--- src/logic/cpg_pkg.sv ---
// Purpose: shared constants and types of the clock generator block
// Assumes: 125 MHz reference clock, 16-bit register port
// Notes: frequency control layout and mode table live here
package cpg_pkg;
    // ----------------------------------------------------------------
    // register map
    // ----------------------------------------------------------------
    localparam logic [31:0] CPG_FRQ_ADDR = 32'hffc00000;
    localparam logic [31:0] CPG_FRQ_ADDR_ALT = 32'h1fc00000;
    localparam logic [31:0] CPG_WDT_ADDR = 32'hffc00010;
    localparam logic [31:0] CPG_STB_ADDR = 32'hffc00020;
    localparam logic [31:0] CPG_IRQ_STAT_ADDR = 32'hffc00030;
    localparam logic [31:0] CPG_IRQ_MASK_ADDR = 32'hffc00034;
    localparam logic [31:0] CPG_STATE_ADDR = 32'hffc00038;
    localparam int CPG_AW = 32;
    localparam int CPG_DW = 16;
    // ----------------------------------------------------------------
    // frequency control fields
    // ----------------------------------------------------------------
    localparam int CPG_F_CKOEN = 11;
    localparam int CPG_F_PLL1 = 10;
    localparam int CPG_F_PLL2 = 9;
    localparam int CPG_F_IFC_LO = 6;
    localparam int CPG_F_BFC_LO = 3;
    localparam int CPG_F_PFC_LO = 0;
    localparam logic [15:0] CPG_FRQ_WMASK = 16'h0fff;
    // ----------------------------------------------------------------
    // watchdog control fields
    // ----------------------------------------------------------------
    localparam int CPG_W_EN = 7;
    localparam int CPG_W_ITV = 6;
    localparam int CPG_W_MRST = 5;
    localparam int CPG_W_CKS_LO = 0;
    localparam logic [15:0] CPG_WDT_WMASK = 16'h00e7;
    // ----------------------------------------------------------------
    // standby control fields
    // ----------------------------------------------------------------
    localparam int CPG_S_SLEEP = 15;
    localparam int CPG_S_STBY = 14;
    localparam int CPG_S_SELF = 13;
    localparam int CPG_S_CKFIX = 12;
    localparam int CPG_S_MSTP_LO = 0;
    localparam int CPG_NMOD = 8;
    localparam logic [15:0] CPG_STB_WMASK = 16'hf0ff;
    // ----------------------------------------------------------------
    // interrupt bits
    // ----------------------------------------------------------------
    localparam int CPG_I_ITV = 0;
    localparam int CPG_I_STAB = 1;
    localparam int CPG_I_RST = 2;
    localparam int CPG_NIRQ = 3;
    // ----------------------------------------------------------------
    // clock constants
    // ----------------------------------------------------------------
    localparam int CPG_MULT_LO = 6;
    localparam int CPG_MULT_HI = 12;
    localparam int CPG_NMODES = 6;
    localparam int CPG_STAB_US = 10;
    localparam int CPG_CLK_MHZ = 125;
    localparam int CPG_STAB_CYC = CPG_STAB_US * CPG_CLK_MHZ;
    localparam int CPG_WDT_PRE_W = 12;

    typedef enum logic [1:0] {CPG_RUN, CPG_STABILISE, CPG_HALTED} cpg_state_e;

    // power-on value of the frequency control register for each mode
    function automatic logic [15:0] cpg_mode_init(input logic [2:0] mode);
        case (mode)
            3'h0: cpg_mode_init = 16'h0e1a;
            3'h1: cpg_mode_init = 16'h0e23;
            3'h2: cpg_mode_init = 16'h0e13;
            3'h3: cpg_mode_init = 16'h0e13;
            3'h4: cpg_mode_init = 16'h0e0a;
            3'h5: cpg_mode_init = 16'h0e0a;
            default: cpg_mode_init = 16'h0e1a;
        endcase
    endfunction : cpg_mode_init

    // three-bit ratio code to half-period in reference cycles
    function automatic logic [3:0] cpg_ratio(input logic [2:0] code);
        case (code)
            3'h0: cpg_ratio = 4'h1;
            3'h1: cpg_ratio = 4'h2;
            3'h2: cpg_ratio = 4'h3;
            3'h3: cpg_ratio = 4'h4;
            3'h4: cpg_ratio = 4'h6;
            3'h5: cpg_ratio = 4'h8;
            default: cpg_ratio = 4'h8;
        endcase
    endfunction : cpg_ratio
endpackage : cpg_pkg

--- src/logic/cpg_clock_generator.sv ---
// Purpose: clock generator with frequency control, watchdog and standby gating
// Assumes: reference clock stands in for the multiplied PLL output
// Notes: divided clocks are modelled as enables shaped into clean clocks
`timescale 1ns/1ns
module cpg_clock_generator #(
    parameter int STAB_CYC = cpg_pkg::CPG_STAB_CYC,
    parameter int WDT_PRE_W = cpg_pkg::CPG_WDT_PRE_W
) (
    // clock and reset
    input wire logic i_ref_clk,
    input wire logic i_rstn,
    // mode pins
    input wire logic i_mode_select_bit0,
    input wire logic i_mode_select_bit1,
    input wire logic i_mode_select_bit2,
    input wire logic i_crystal_select,
    input wire logic i_wide_variant,
    // register port
    input wire logic [cpg_pkg::CPG_AW-1:0] i_addr,
    input wire logic [cpg_pkg::CPG_DW-1:0] i_wdata,
    input wire logic i_wr,
    input wire logic i_rd,
    output logic [cpg_pkg::CPG_DW-1:0] o_rdata,
    // wake-up request from power-down
    input wire logic i_wake,
    // generated clocks
    output logic o_core_clk,
    output logic o_bus_clk,
    output logic o_periph_clk,
    output logic o_bus_clock_out,
    output logic o_bus_clock_out_oen,
    output logic o_clock_enable,
    output logic [cpg_pkg::CPG_NMOD-1:0] o_module_clk_en,
    output logic [2:0] o_mult,
    output logic o_half_div_on,
    // resets and interrupt
    output logic o_poweron_rst_req,
    output logic o_manual_rst_req,
    output logic o_irq
);
    import cpg_pkg::*;

    typedef struct packed {
        logic [15:0] frq;
        logic [15:0] wdt;
        logic [15:0] stb;
        logic [CPG_NIRQ-1:0] stat;
        logic [CPG_NIRQ-1:0] mask;
        logic [15:0] rdata;
        logic mode_loaded;
        logic [2:0] mode;
        cpg_state_e state;
        logic [31:0] stab_cnt;
        logic [WDT_PRE_W-1:0] pre;
        logic [7:0] wcnt;
        logic half_div;
        logic [CPG_NMOD-1:0] mod_en;
        logic cke;
        logic pon;
        logic man;
        logic irq;
        logic clk_oen;
    } cpg_top_s;

    cpg_top_s st_reg;
    cpg_top_s st_next;
    logic core_c, bus_c, per_c;
    logic core_e, bus_e, per_e;
    logic run_clk;
    logic frq_hit, wdt_hit, stb_hit, stat_hit, mask_hit, state_hit;
    logic [2:0] mode_pins;
    logic wdt_tick;
    logic [3:0] wdt_tap;
    logic [WDT_PRE_W-1:0] wdt_low;
    logic [CPG_NIRQ-1:0] ev;

    // ----------------------------------------------------------------
    // address decode
    // ----------------------------------------------------------------
    assign frq_hit = (i_addr == CPG_FRQ_ADDR) || (i_addr == CPG_FRQ_ADDR_ALT);
    assign wdt_hit = i_addr == CPG_WDT_ADDR;
    assign stb_hit = i_addr == CPG_STB_ADDR;
    assign stat_hit = i_addr == CPG_IRQ_STAT_ADDR;
    assign mask_hit = i_addr == CPG_IRQ_MASK_ADDR;
    assign state_hit = i_addr == CPG_STATE_ADDR;
    assign mode_pins = {i_mode_select_bit2, i_mode_select_bit1, i_mode_select_bit0};
    assign run_clk = st_reg.state == CPG_RUN;

    // ----------------------------------------------------------------
    // dividers
    // ----------------------------------------------------------------
    cpg_clk_div u_core (
        .i_ref_clk(i_ref_clk),
        .i_rstn(i_rstn),
        .i_half(cpg_ratio(st_reg.frq[CPG_F_IFC_LO +: 3])),
        .i_run(run_clk),
        .o_clk(core_c),
        .o_edge(core_e)
    );
    cpg_clk_div u_bus (
        .i_ref_clk(i_ref_clk),
        .i_rstn(i_rstn),
        .i_half(cpg_ratio(st_reg.frq[CPG_F_BFC_LO +: 3])),
        .i_run(run_clk),
        .o_clk(bus_c),
        .o_edge(bus_e)
    );
    cpg_clk_div u_per (
        .i_ref_clk(i_ref_clk),
        .i_rstn(i_rstn),
        .i_half(cpg_ratio(st_reg.frq[CPG_F_PFC_LO +: 3])),
        .i_run(run_clk),
        .o_clk(per_c),
        .o_edge(per_e)
    );

    // watchdog prescale tap selected from eight: one tick as the tap bit rises, all bits below clear
    assign wdt_tap = {1'b0, st_reg.wdt[CPG_W_CKS_LO +: 3]} + 4'h4;
    assign wdt_low = WDT_PRE_W'((32'h1 << wdt_tap) - 32'h1);
    assign wdt_tick = st_reg.pre[wdt_tap] && ((st_reg.pre & wdt_low) == '0);

    // ----------------------------------------------------------------
    // next state
    // ----------------------------------------------------------------
    always_comb begin
        st_next = st_reg;
        ev = '0;
        st_next.pre = st_reg.pre + 1'b1;
        st_next.pon = 1'b0;
        st_next.man = 1'b0;
        // power-on load from the mode pins after release
        if (!st_reg.mode_loaded) begin
            st_next.mode_loaded = 1'b1;
            st_next.mode = mode_pins;
            st_next.frq = cpg_mode_init(mode_pins);
        end
        // register reads answer one cycle later
        st_next.rdata = 16'h0000;
        if (i_rd) begin
            if (frq_hit) begin
                st_next.rdata = st_reg.frq;
            end else if (wdt_hit) begin
                st_next.rdata = {st_reg.wcnt, st_reg.wdt[7:0]};
            end else if (stb_hit) begin
                st_next.rdata = st_reg.stb;
            end else if (stat_hit) begin
                st_next.rdata = {13'h0000, st_reg.stat};
            end else if (mask_hit) begin
                st_next.rdata = {13'h0000, st_reg.mask};
            end else if (state_hit) begin
                st_next.rdata = {11'h000, st_reg.mode, st_reg.state};
            end
        end
        // register writes
        if (i_wr && st_reg.mode_loaded) begin
            if (frq_hit) begin
                st_next.frq = i_wdata & CPG_FRQ_WMASK;
            end else if (wdt_hit) begin
                st_next.wdt = i_wdata & CPG_WDT_WMASK;
                st_next.wcnt = 8'h00;
            end else if (stb_hit) begin
                st_next.stb = i_wdata & CPG_STB_WMASK;
            end else if (mask_hit) begin
                st_next.mask = i_wdata[CPG_NIRQ-1:0];
            end
        end
        // power-down and stabilisation
        case (st_reg.state)
            CPG_RUN: begin
                if (st_reg.stb[CPG_S_SLEEP] || st_reg.stb[CPG_S_STBY]) begin
                    st_next.state = CPG_HALTED;
                end
            end
            CPG_HALTED: begin
                if (i_wake) begin
                    st_next.stb[CPG_S_SLEEP] = 1'b0;
                    st_next.stb[CPG_S_STBY] = 1'b0;
                    st_next.state = st_reg.stb[CPG_S_STBY] ? CPG_STABILISE : CPG_RUN;
                    st_next.stab_cnt = '0;
                end
            end
            CPG_STABILISE: begin
                if (st_reg.stab_cnt >= 32'(STAB_CYC - 1)) begin
                    st_next.state = CPG_RUN;
                    ev[CPG_I_STAB] = 1'b1;
                end else begin
                    st_next.stab_cnt = st_reg.stab_cnt + 32'h1;
                end
            end
            default: st_next.state = CPG_RUN;
        endcase
        // a frequency change restarts the stabilisation count whatever the state did
        if (i_wr && frq_hit && st_reg.mode_loaded) begin
            st_next.state = CPG_STABILISE;
            st_next.stab_cnt = '0;
        end
        // watchdog counter
        if (st_reg.wdt[CPG_W_EN] && wdt_tick) begin
            st_next.wcnt = st_reg.wcnt + 8'h01;
            if (st_reg.wcnt == 8'hff) begin
                if (st_reg.wdt[CPG_W_ITV]) begin
                    ev[CPG_I_ITV] = 1'b1;
                end else begin
                    ev[CPG_I_RST] = 1'b1;
                    st_next.pon = ~st_reg.wdt[CPG_W_MRST];
                    st_next.man = st_reg.wdt[CPG_W_MRST];
                end
            end
        end
        // sticky status, set wins over write-one clear
        if (i_wr && stat_hit) begin
            st_next.stat = st_reg.stat & ~i_wdata[CPG_NIRQ-1:0];
        end
        st_next.stat = st_next.stat | ev;
        st_next.irq = |(st_next.stat & st_next.mask);
        // halving without first multiplier, except on the wide variant
        st_next.half_div = ~st_next.frq[CPG_F_PLL1] && ~i_wide_variant;
        // module gates and clock enable
        st_next.mod_en = ~st_next.stb[CPG_S_MSTP_LO +: CPG_NMOD];
        st_next.cke = (st_next.state == CPG_RUN) && ~st_next.stb[CPG_S_SELF];
        st_next.clk_oen = ~st_next.frq[CPG_F_CKOEN];
    end

    always_ff @(posedge i_ref_clk or negedge i_rstn) begin
        if (!i_rstn) begin
            st_reg <= '{frq: 16'h0000, wdt: 16'h0000, stb: 16'h0000, stat: '0, mask: '0,
                rdata: 16'h0000, mode_loaded: 1'b0, mode: 3'h0, state: CPG_RUN,
                stab_cnt: 32'h0, pre: '0, wcnt: 8'h00, half_div: 1'b0, mod_en: '1,
                cke: 1'b1, pon: 1'b0, man: 1'b0, irq: 1'b0, clk_oen: 1'b0};
        end else begin
            st_reg <= st_next;
        end
    end

    // ----------------------------------------------------------------
    // output registers
    // ----------------------------------------------------------------
    always_ff @(posedge i_ref_clk or negedge i_rstn) begin
        if (!i_rstn) begin
            o_core_clk <= 1'b0;
            o_bus_clk <= 1'b0;
            o_periph_clk <= 1'b0;
            o_bus_clock_out <= 1'b0;
            o_mult <= 3'h6;
        end else begin
            o_core_clk <= core_c;
            o_bus_clk <= bus_c;
            o_periph_clk <= per_c;
            // pin follows bus clock when second multiplier runs and clock fix is clear, else held high
            o_bus_clock_out <= (st_reg.frq[CPG_F_PLL2] && !st_reg.stb[CPG_S_CKFIX]) ? bus_c : 1'b1;
            // first multiplier factor
            o_mult <= !st_reg.frq[CPG_F_PLL1] ? 3'h1 :
                (i_wide_variant && st_reg.mode[0]) ? 3'(CPG_MULT_HI / 2) : 3'(CPG_MULT_LO);
        end
    end

    assign o_rdata = st_reg.rdata;
    assign o_bus_clock_out_oen = st_reg.clk_oen;
    assign o_clock_enable = st_reg.cke;
    assign o_module_clk_en = st_reg.mod_en;
    assign o_half_div_on = st_reg.half_div;
    assign o_poweron_rst_req = st_reg.pon;
    assign o_manual_rst_req = st_reg.man;
    assign o_irq = st_reg.irq;

    // ----------------------------------------------------------------
    // checks
    // ----------------------------------------------------------------
    chk_cke_halt: assert property (@(posedge i_ref_clk) disable iff (!i_rstn)
        (st_reg.state == CPG_HALTED) |-> !o_clock_enable) else $error("clock enable high while halted");
    chk_halt_clocks: assert property (@(posedge i_ref_clk) disable iff (!i_rstn)
        (st_reg.state == CPG_HALTED) [*3] |-> !core_e) else $error("core clock edge while halted");
    chk_itv_irq: assert property (@(posedge i_ref_clk) disable iff (!i_rstn)
        ev[CPG_I_ITV] |=> st_reg.stat[CPG_I_ITV] && !o_poweron_rst_req) else $error("interval overflow lost");
    chk_wdt_reset: assert property (@(posedge i_ref_clk) disable iff (!i_rstn)
        ev[CPG_I_RST] |=> (o_poweron_rst_req != o_manual_rst_req)) else $error("watchdog reset missing");
    chk_frq_stab: assert property (@(posedge i_ref_clk) disable iff (!i_rstn)
        (i_wr && frq_hit && st_reg.mode_loaded) |=> st_reg.state == CPG_STABILISE) else $error("no stabilisation");
    chk_mode_load: assert property (@(posedge i_ref_clk) disable iff (!i_rstn)
        $rose(st_reg.mode_loaded) |-> st_reg.frq == cpg_mode_init(st_reg.mode)) else $error("bad initial value");
    chk_half_div: assert property (@(posedge i_ref_clk) disable iff (!i_rstn)
        (st_reg.mode_loaded && !st_reg.frq[CPG_F_PLL1] && !i_wide_variant) |-> o_half_div_on)
        else $error("halving not on");
    chk_fixed_pin: assert property (@(posedge i_ref_clk) disable iff (!i_rstn)
        st_reg.stb[CPG_S_CKFIX] |=> o_bus_clock_out) else $error("pin not held");
endmodule : cpg_clock_generator

--- src/logic/cpg_clk_div.sv ---
// Purpose: glitch-free divided clock output
// Assumes: new half period is loaded at a completed low phase or while stopped low
// Notes: output finishes its high phase, then stands low while halted
`timescale 1ns/1ns
module cpg_clk_div (
    // clock and reset
    input wire logic i_ref_clk,
    input wire logic i_rstn,
    // control
    input wire logic [3:0] i_half,
    input wire logic i_run,
    // output
    output logic o_clk,
    output logic o_edge
);
    import cpg_pkg::*;

    typedef struct packed {
        logic [3:0] cnt;
        logic [3:0] half;
        logic clk;
        logic edge_p;
    } cpg_div_s;

    cpg_div_s st_reg;
    cpg_div_s st_next;

    always_comb begin
        st_next = st_reg;
        st_next.edge_p = 1'b0;
        if (i_run || st_reg.clk) begin
            if (st_reg.cnt + 4'h1 >= st_reg.half) begin
                st_next.cnt = 4'h0;
                st_next.clk = ~st_reg.clk;
                st_next.edge_p = ~st_reg.clk;
                // ratio change only at the end of a low phase
                if (!st_reg.clk) begin
                    st_next.half = i_half;
                end
            end else begin
                st_next.cnt = st_reg.cnt + 4'h1;
            end
        end else begin
            st_next.cnt = 4'h0;
            st_next.half = i_half;
        end
    end

    always_ff @(posedge i_ref_clk or negedge i_rstn) begin
        if (!i_rstn) begin
            st_reg <= '{cnt: 4'h0, half: 4'h1, clk: 1'b0, edge_p: 1'b0};
        end else begin
            st_reg <= st_next;
        end
    end

    assign o_clk = st_reg.clk;
    assign o_edge = st_reg.edge_p;

    chk_high_min: assert property (@(posedge i_ref_clk) disable iff (!i_rstn)
        (st_reg.clk && (st_reg.cnt + 4'h1 < st_reg.half)) |=> st_reg.clk) else $error("runt high phase");
endmodule : cpg_clk_div

--- config.mk ---
export PLATFORM = sky130hd
export DESIGN_NAME = cpg_clock_generator
export DESIGN_NICKNAME = d
export VERILOG_FILES = /design/src/logic/cpg_pkg.sv /design/src/logic/cpg_clock_generator.sv /design/src/logic/cpg_clk_div.sv
export SDC_FILE = /design/constraint.sdc
export NUM_CORES = 1
export LEC_CHECK = 0
export ABC_AREA = 1
export BUFFER_PORTS_ARGS = -buffer_cell sky130_fd_sc_hd__buf_2
export CAP_MARGIN = 25
export CORE_MARGIN = 2
export CORE_UTILIZATION = 40
export CTS_BUF_LIST = sky130_fd_sc_hd__clkbuf_2
export DETAILED_ROUTE_END_ITERATION = 16
export PLACE_DENSITY = 0.62
export SYNTH_ARGS = -nofsm -noshare
export SYNTH_HDL_FRONTEND = slang
export SYNTH_SLANG_ARGS = --single-unit
--- constraint.sdc ---
create_clock -name i_ref_clk -period 1.8 [get_ports i_ref_clk]
set_input_delay 0.18 -clock i_ref_clk [delete_from_list [all_inputs] [get_ports i_ref_clk]]
set_output_delay 0.18 -clock i_ref_clk [all_outputs]
set_load 0.01 [all_outputs]
==> results.md <==
* Largest net degree at the start of global routing at 35
* GRT Overall Usage at 18.6%
* Final net count at 1229
* Max reg flops at 98
* RePlAce Congestion at 0.876
* First-pass GRT wire length at 31.6 mm
* Vias/cell at 4.63
* PortBufs at 93
* Failing checks: setup timing
* FP Rows at 51
* Max-slew violations at 0
* Final period utilization at 104%
* Clock network power share at 20.8%
* Static Leakage at 5.11 nW
* Setup clock skew after layout at 0.0262 ns
* 1st-pass router iterations at 5
* Synthesized flop and latch total at 161
* Worst-Skew Late Latency at 0.72 ns
* Post-place instance area at 8930 µm²
* Clock Sinks at 161
* Arrival time of the worst setup path at 2.50 ns
* Sequential-to-total area share from yosys stat at 50.6%
* Unique masters post-synth at 41
* Wire per inst at 13.7 µm
* Maximum VDD drop at 604 µV
* CP max stage delay at 0.49 ns
* Met1 wire length at 9.01 mm
* Hold Vio Cnt, Final at 0
* DRT Wirelength at 19.5 mm
* Worst Hold Class: input pin to asynchronous set/reset pin
* GRT overflow at 0
* Post-Synthesis Cells at 969
* Fillers at 1895
* Synth-to-layout area growth at 26.7%
* Asr flop ratio synth at 100%
* Layout cell share with drive strength beyond 1 at 24.4%
* Worst-path cell chain: ha_4 -> ha_4 -> inv_2 -> o21bai_1 -> nand3_1 -> nand4_1 -> nand2_2 -> nor2_4 -> o21bai_1 -> inv_1
* R2R cell count at 10
* Syn Nets at 1050
* Switching power at 3.33 mW
* Final Cell Area at 10100 µm²
* Startpoint Class: register
* Post-route DRC at 0
* Mapped Area at 8000 µm²
* Die width at 145 µm
* Share of the synthesized area in the top cell type at 46.3%
* Final Critical Period at 1.87 ns
* Slowest-stage cell, CP: dfrtp_2
* Root Driver: clkbuf_2
* Sequential Power Share at 43.3%
* Met3 routed WL at 878 µm
* Setup Crit Path Kind: register to register
* Hpwl dp at 14.0 mm
* Worst-path clk slew at 0.22 ns
* Number of synthesized flops with an enable pin at 0
* IO Pins at 95
* Yosys top cell by area: dfrtp_1
* Core area at 19500 µm²
* Synth Area per Inst at 8.26 µm²
* Top FF cell, synth: dfrtp_1
* CTS max path bufs at 2
* Vias in the first global route at 6498
* Nature of the critical path endpoint: register
* Initial antenna violation count at 1
* Reg area at 4050 µm²
* Die height at 145 µm
* Initial core utilization at 41.0%
* Synth top area cells: dfrtp_1, nand2_1, inv_1
* Fin worst setup slack at -0.0702 ns
* Worst-path maximum fanout at 4
* Fmax at 535 MHz
* Worst Path Required at 2.43 ns
* Ys Warns at 0
* Die Area at 21200 µm²
* Htree depth at 4
* Comb pwr share at 35.9%
* RSZ-0062 raised after global routing: yes
* DR top layer: met4
* Internal at 6.46 mW
* DRT iter0 DRCs at 310
* Cell area power density at 966 nW/µm²
* Post-route ant nets at 0
* Setup violators final at 9
* Sw Share at 34.0%
* TNS Setup at -0.336 ns
* Outcome: finished with violations
* Met2 WL post-DR at 9.24 mm
* Max-cap check violation count at 0
* Multi-input logic area at 3410 µm²
* CTS buffer count at 17
* TritonCTS clock tree: done
* Vias post-DR at 6604
-- power groups by stage --
| stage | clock (mW) | sequential [mW] | combinational [mW] |
|---|---|---|---|
| 2_1_floorplan | 0 | 4.23 | 1.66 |
| 3_3_place_gp | 0 | 4.24 | 2.46 |
| 3_5_place_dp | 0 | 4.25 | 2.49 |
| 4_1_cts | 2.10 | 4.20 | 2.88 |
| 5_1_grt | 2.24 | 4.28 | 3.93 |
| 6_report | 2.04 | 4.24 | 3.51 |
-- cell families after synthesis --
family                     share of synthesized area, %
AOI/OAI and AO/OA                                  8.33
adders and majority gates                          3.60
and+or+nand+nor                                    23.0
other                                            0.0469
muxes                                             0.141
xor gates and xnor gates                           2.85
buffers and inverters                              11.4
DFF                                                50.6
-- cell usage after synthesis, types with 8 or more instances --
cell / count
a21oi_1: 26
buf_2: 8
buf_4: 26
dfrtp_1: 148
dfstp_2: 13
ha_1: 23
inv_1: 166
nand2_1: 191
nand3_1: 70
nand4_1: 11
nor2_1: 122
nor3_1: 14
o211ai_1: 8
o21ai_0: 51
o21ai_1: 11
xnor2_1: 9
xor2_1: 17
-- worst max-delay path, delay by kind of cell, from the launching register on --
family | cells | cell delay [ns]
adder cells (fa/ha/maj) | 2 | 0.53
flip-flops | 1 | 0.49
buffers and inverters | 2 | 0.08
AO/OA/AOI/OAI | 2 | 0.23
AND/OR/NAND/NOR | 4 | 0.48
-- cell usage in the layout, fill, tap and decap left out, types with 3 or more instances in the layout --
cell type / count
nand3_2: 10
nand2_2: 7
a21oi_2: 3
dfrtp_2: 5
xor2_1: 17
buf_12: 6
nor3_2: 3
clkinv_2: 5
inv_1: 160
nor2_2: 6
nand3_4: 3
buf_6: 5
ha_4: 11
nor2_4: 6
o211ai_1: 8
inv_2: 13
dfstp_2: 13
o21ai_0: 38
bufinv_16: 3
dfrtp_1: 143
nand4_1: 11
buf_4: 51
buf_2: 93
xnor2_4: 3
nand3_1: 61
o21bai_1: 7
dlygate4sd3_1: 43
a21oi_1: 23
o21ai_1: 23
ha_1: 11
xnor2_1: 3
nor3_1: 12
nand2_1: 186
xnor2_2: 3
o22ai_1: 6
clkbuf_2: 20
nor2_1: 115
-- worst paths after layout --
check | startpoint | to | slack (ns)
worst max-delay path | u_core.st_reg[6] | u_core.st_reg[5] | -0.07
worst min-delay path | i_rstn | o_module_clk_en[7] | 0.08
worst max register to register | u_core.st_reg[6] | u_core.st_reg[5] | -0.07
worst min register to register | u_bus.o_clk | o_bus_clk | 0.40
max in group asynchronous | i_rstn | o_module_clk_en[4] | 1.43
min in group i_ref_clk | i_addr[1] | o_module_clk_en[7] | 0.08
-- timing repair --
action / CTS / global route
hold endpoints to repair: 237 / 0
buffers inserted: 7 / 14
endpoints found under the setup margin: 10 / 66
hold buffers: 44 / 0
cloned: 0 / 1
resized for setup: 15 / 60
pin swaps: 16 / 28
-- layer usage --
metal	GRT usage, %	up-vias
li1	-	3369
met1	24.8	3088
met2	30.6	126
met3	4.11	21
met4	5.83	0
met5	0	-
-- per-stage QoR --
step           setup slack [ns]  cells  hold slack (ns)  utilization (%)  power, mW
3_5_place_dp            -0.0919   1329            0.168             45.7       6.74
4_1_cts                 -0.0616   1411           0.0197             50.0       9.18
6_report                -0.0702   1426           0.0804             51.9       9.79
2_1_floorplan           -0.0624    969           -0.116                -       5.89
3_3_place_gp            -0.0602   1329            0.166             45.7       6.70
5_1_grt                  -0.176   1426           0.0177             51.9       10.4
-- area by class of cell --
| type | count | area share, % |
|---|---|---|
| flip-flops and latches | 161 | 40.0 |
| multi-input cells | 597 | 33.6 |
| repair buffers | 198 | 14.4 |
| inverters | 173 | 6.41 |
| well taps | 265 | 3.27 |
| clock inverters | 11 | 1.37 |
| clock buffers | 20 | 0.987 |
| diodes | 1 | 0.0247 |
Note: power is estimated with default switching activity, not from simulation.
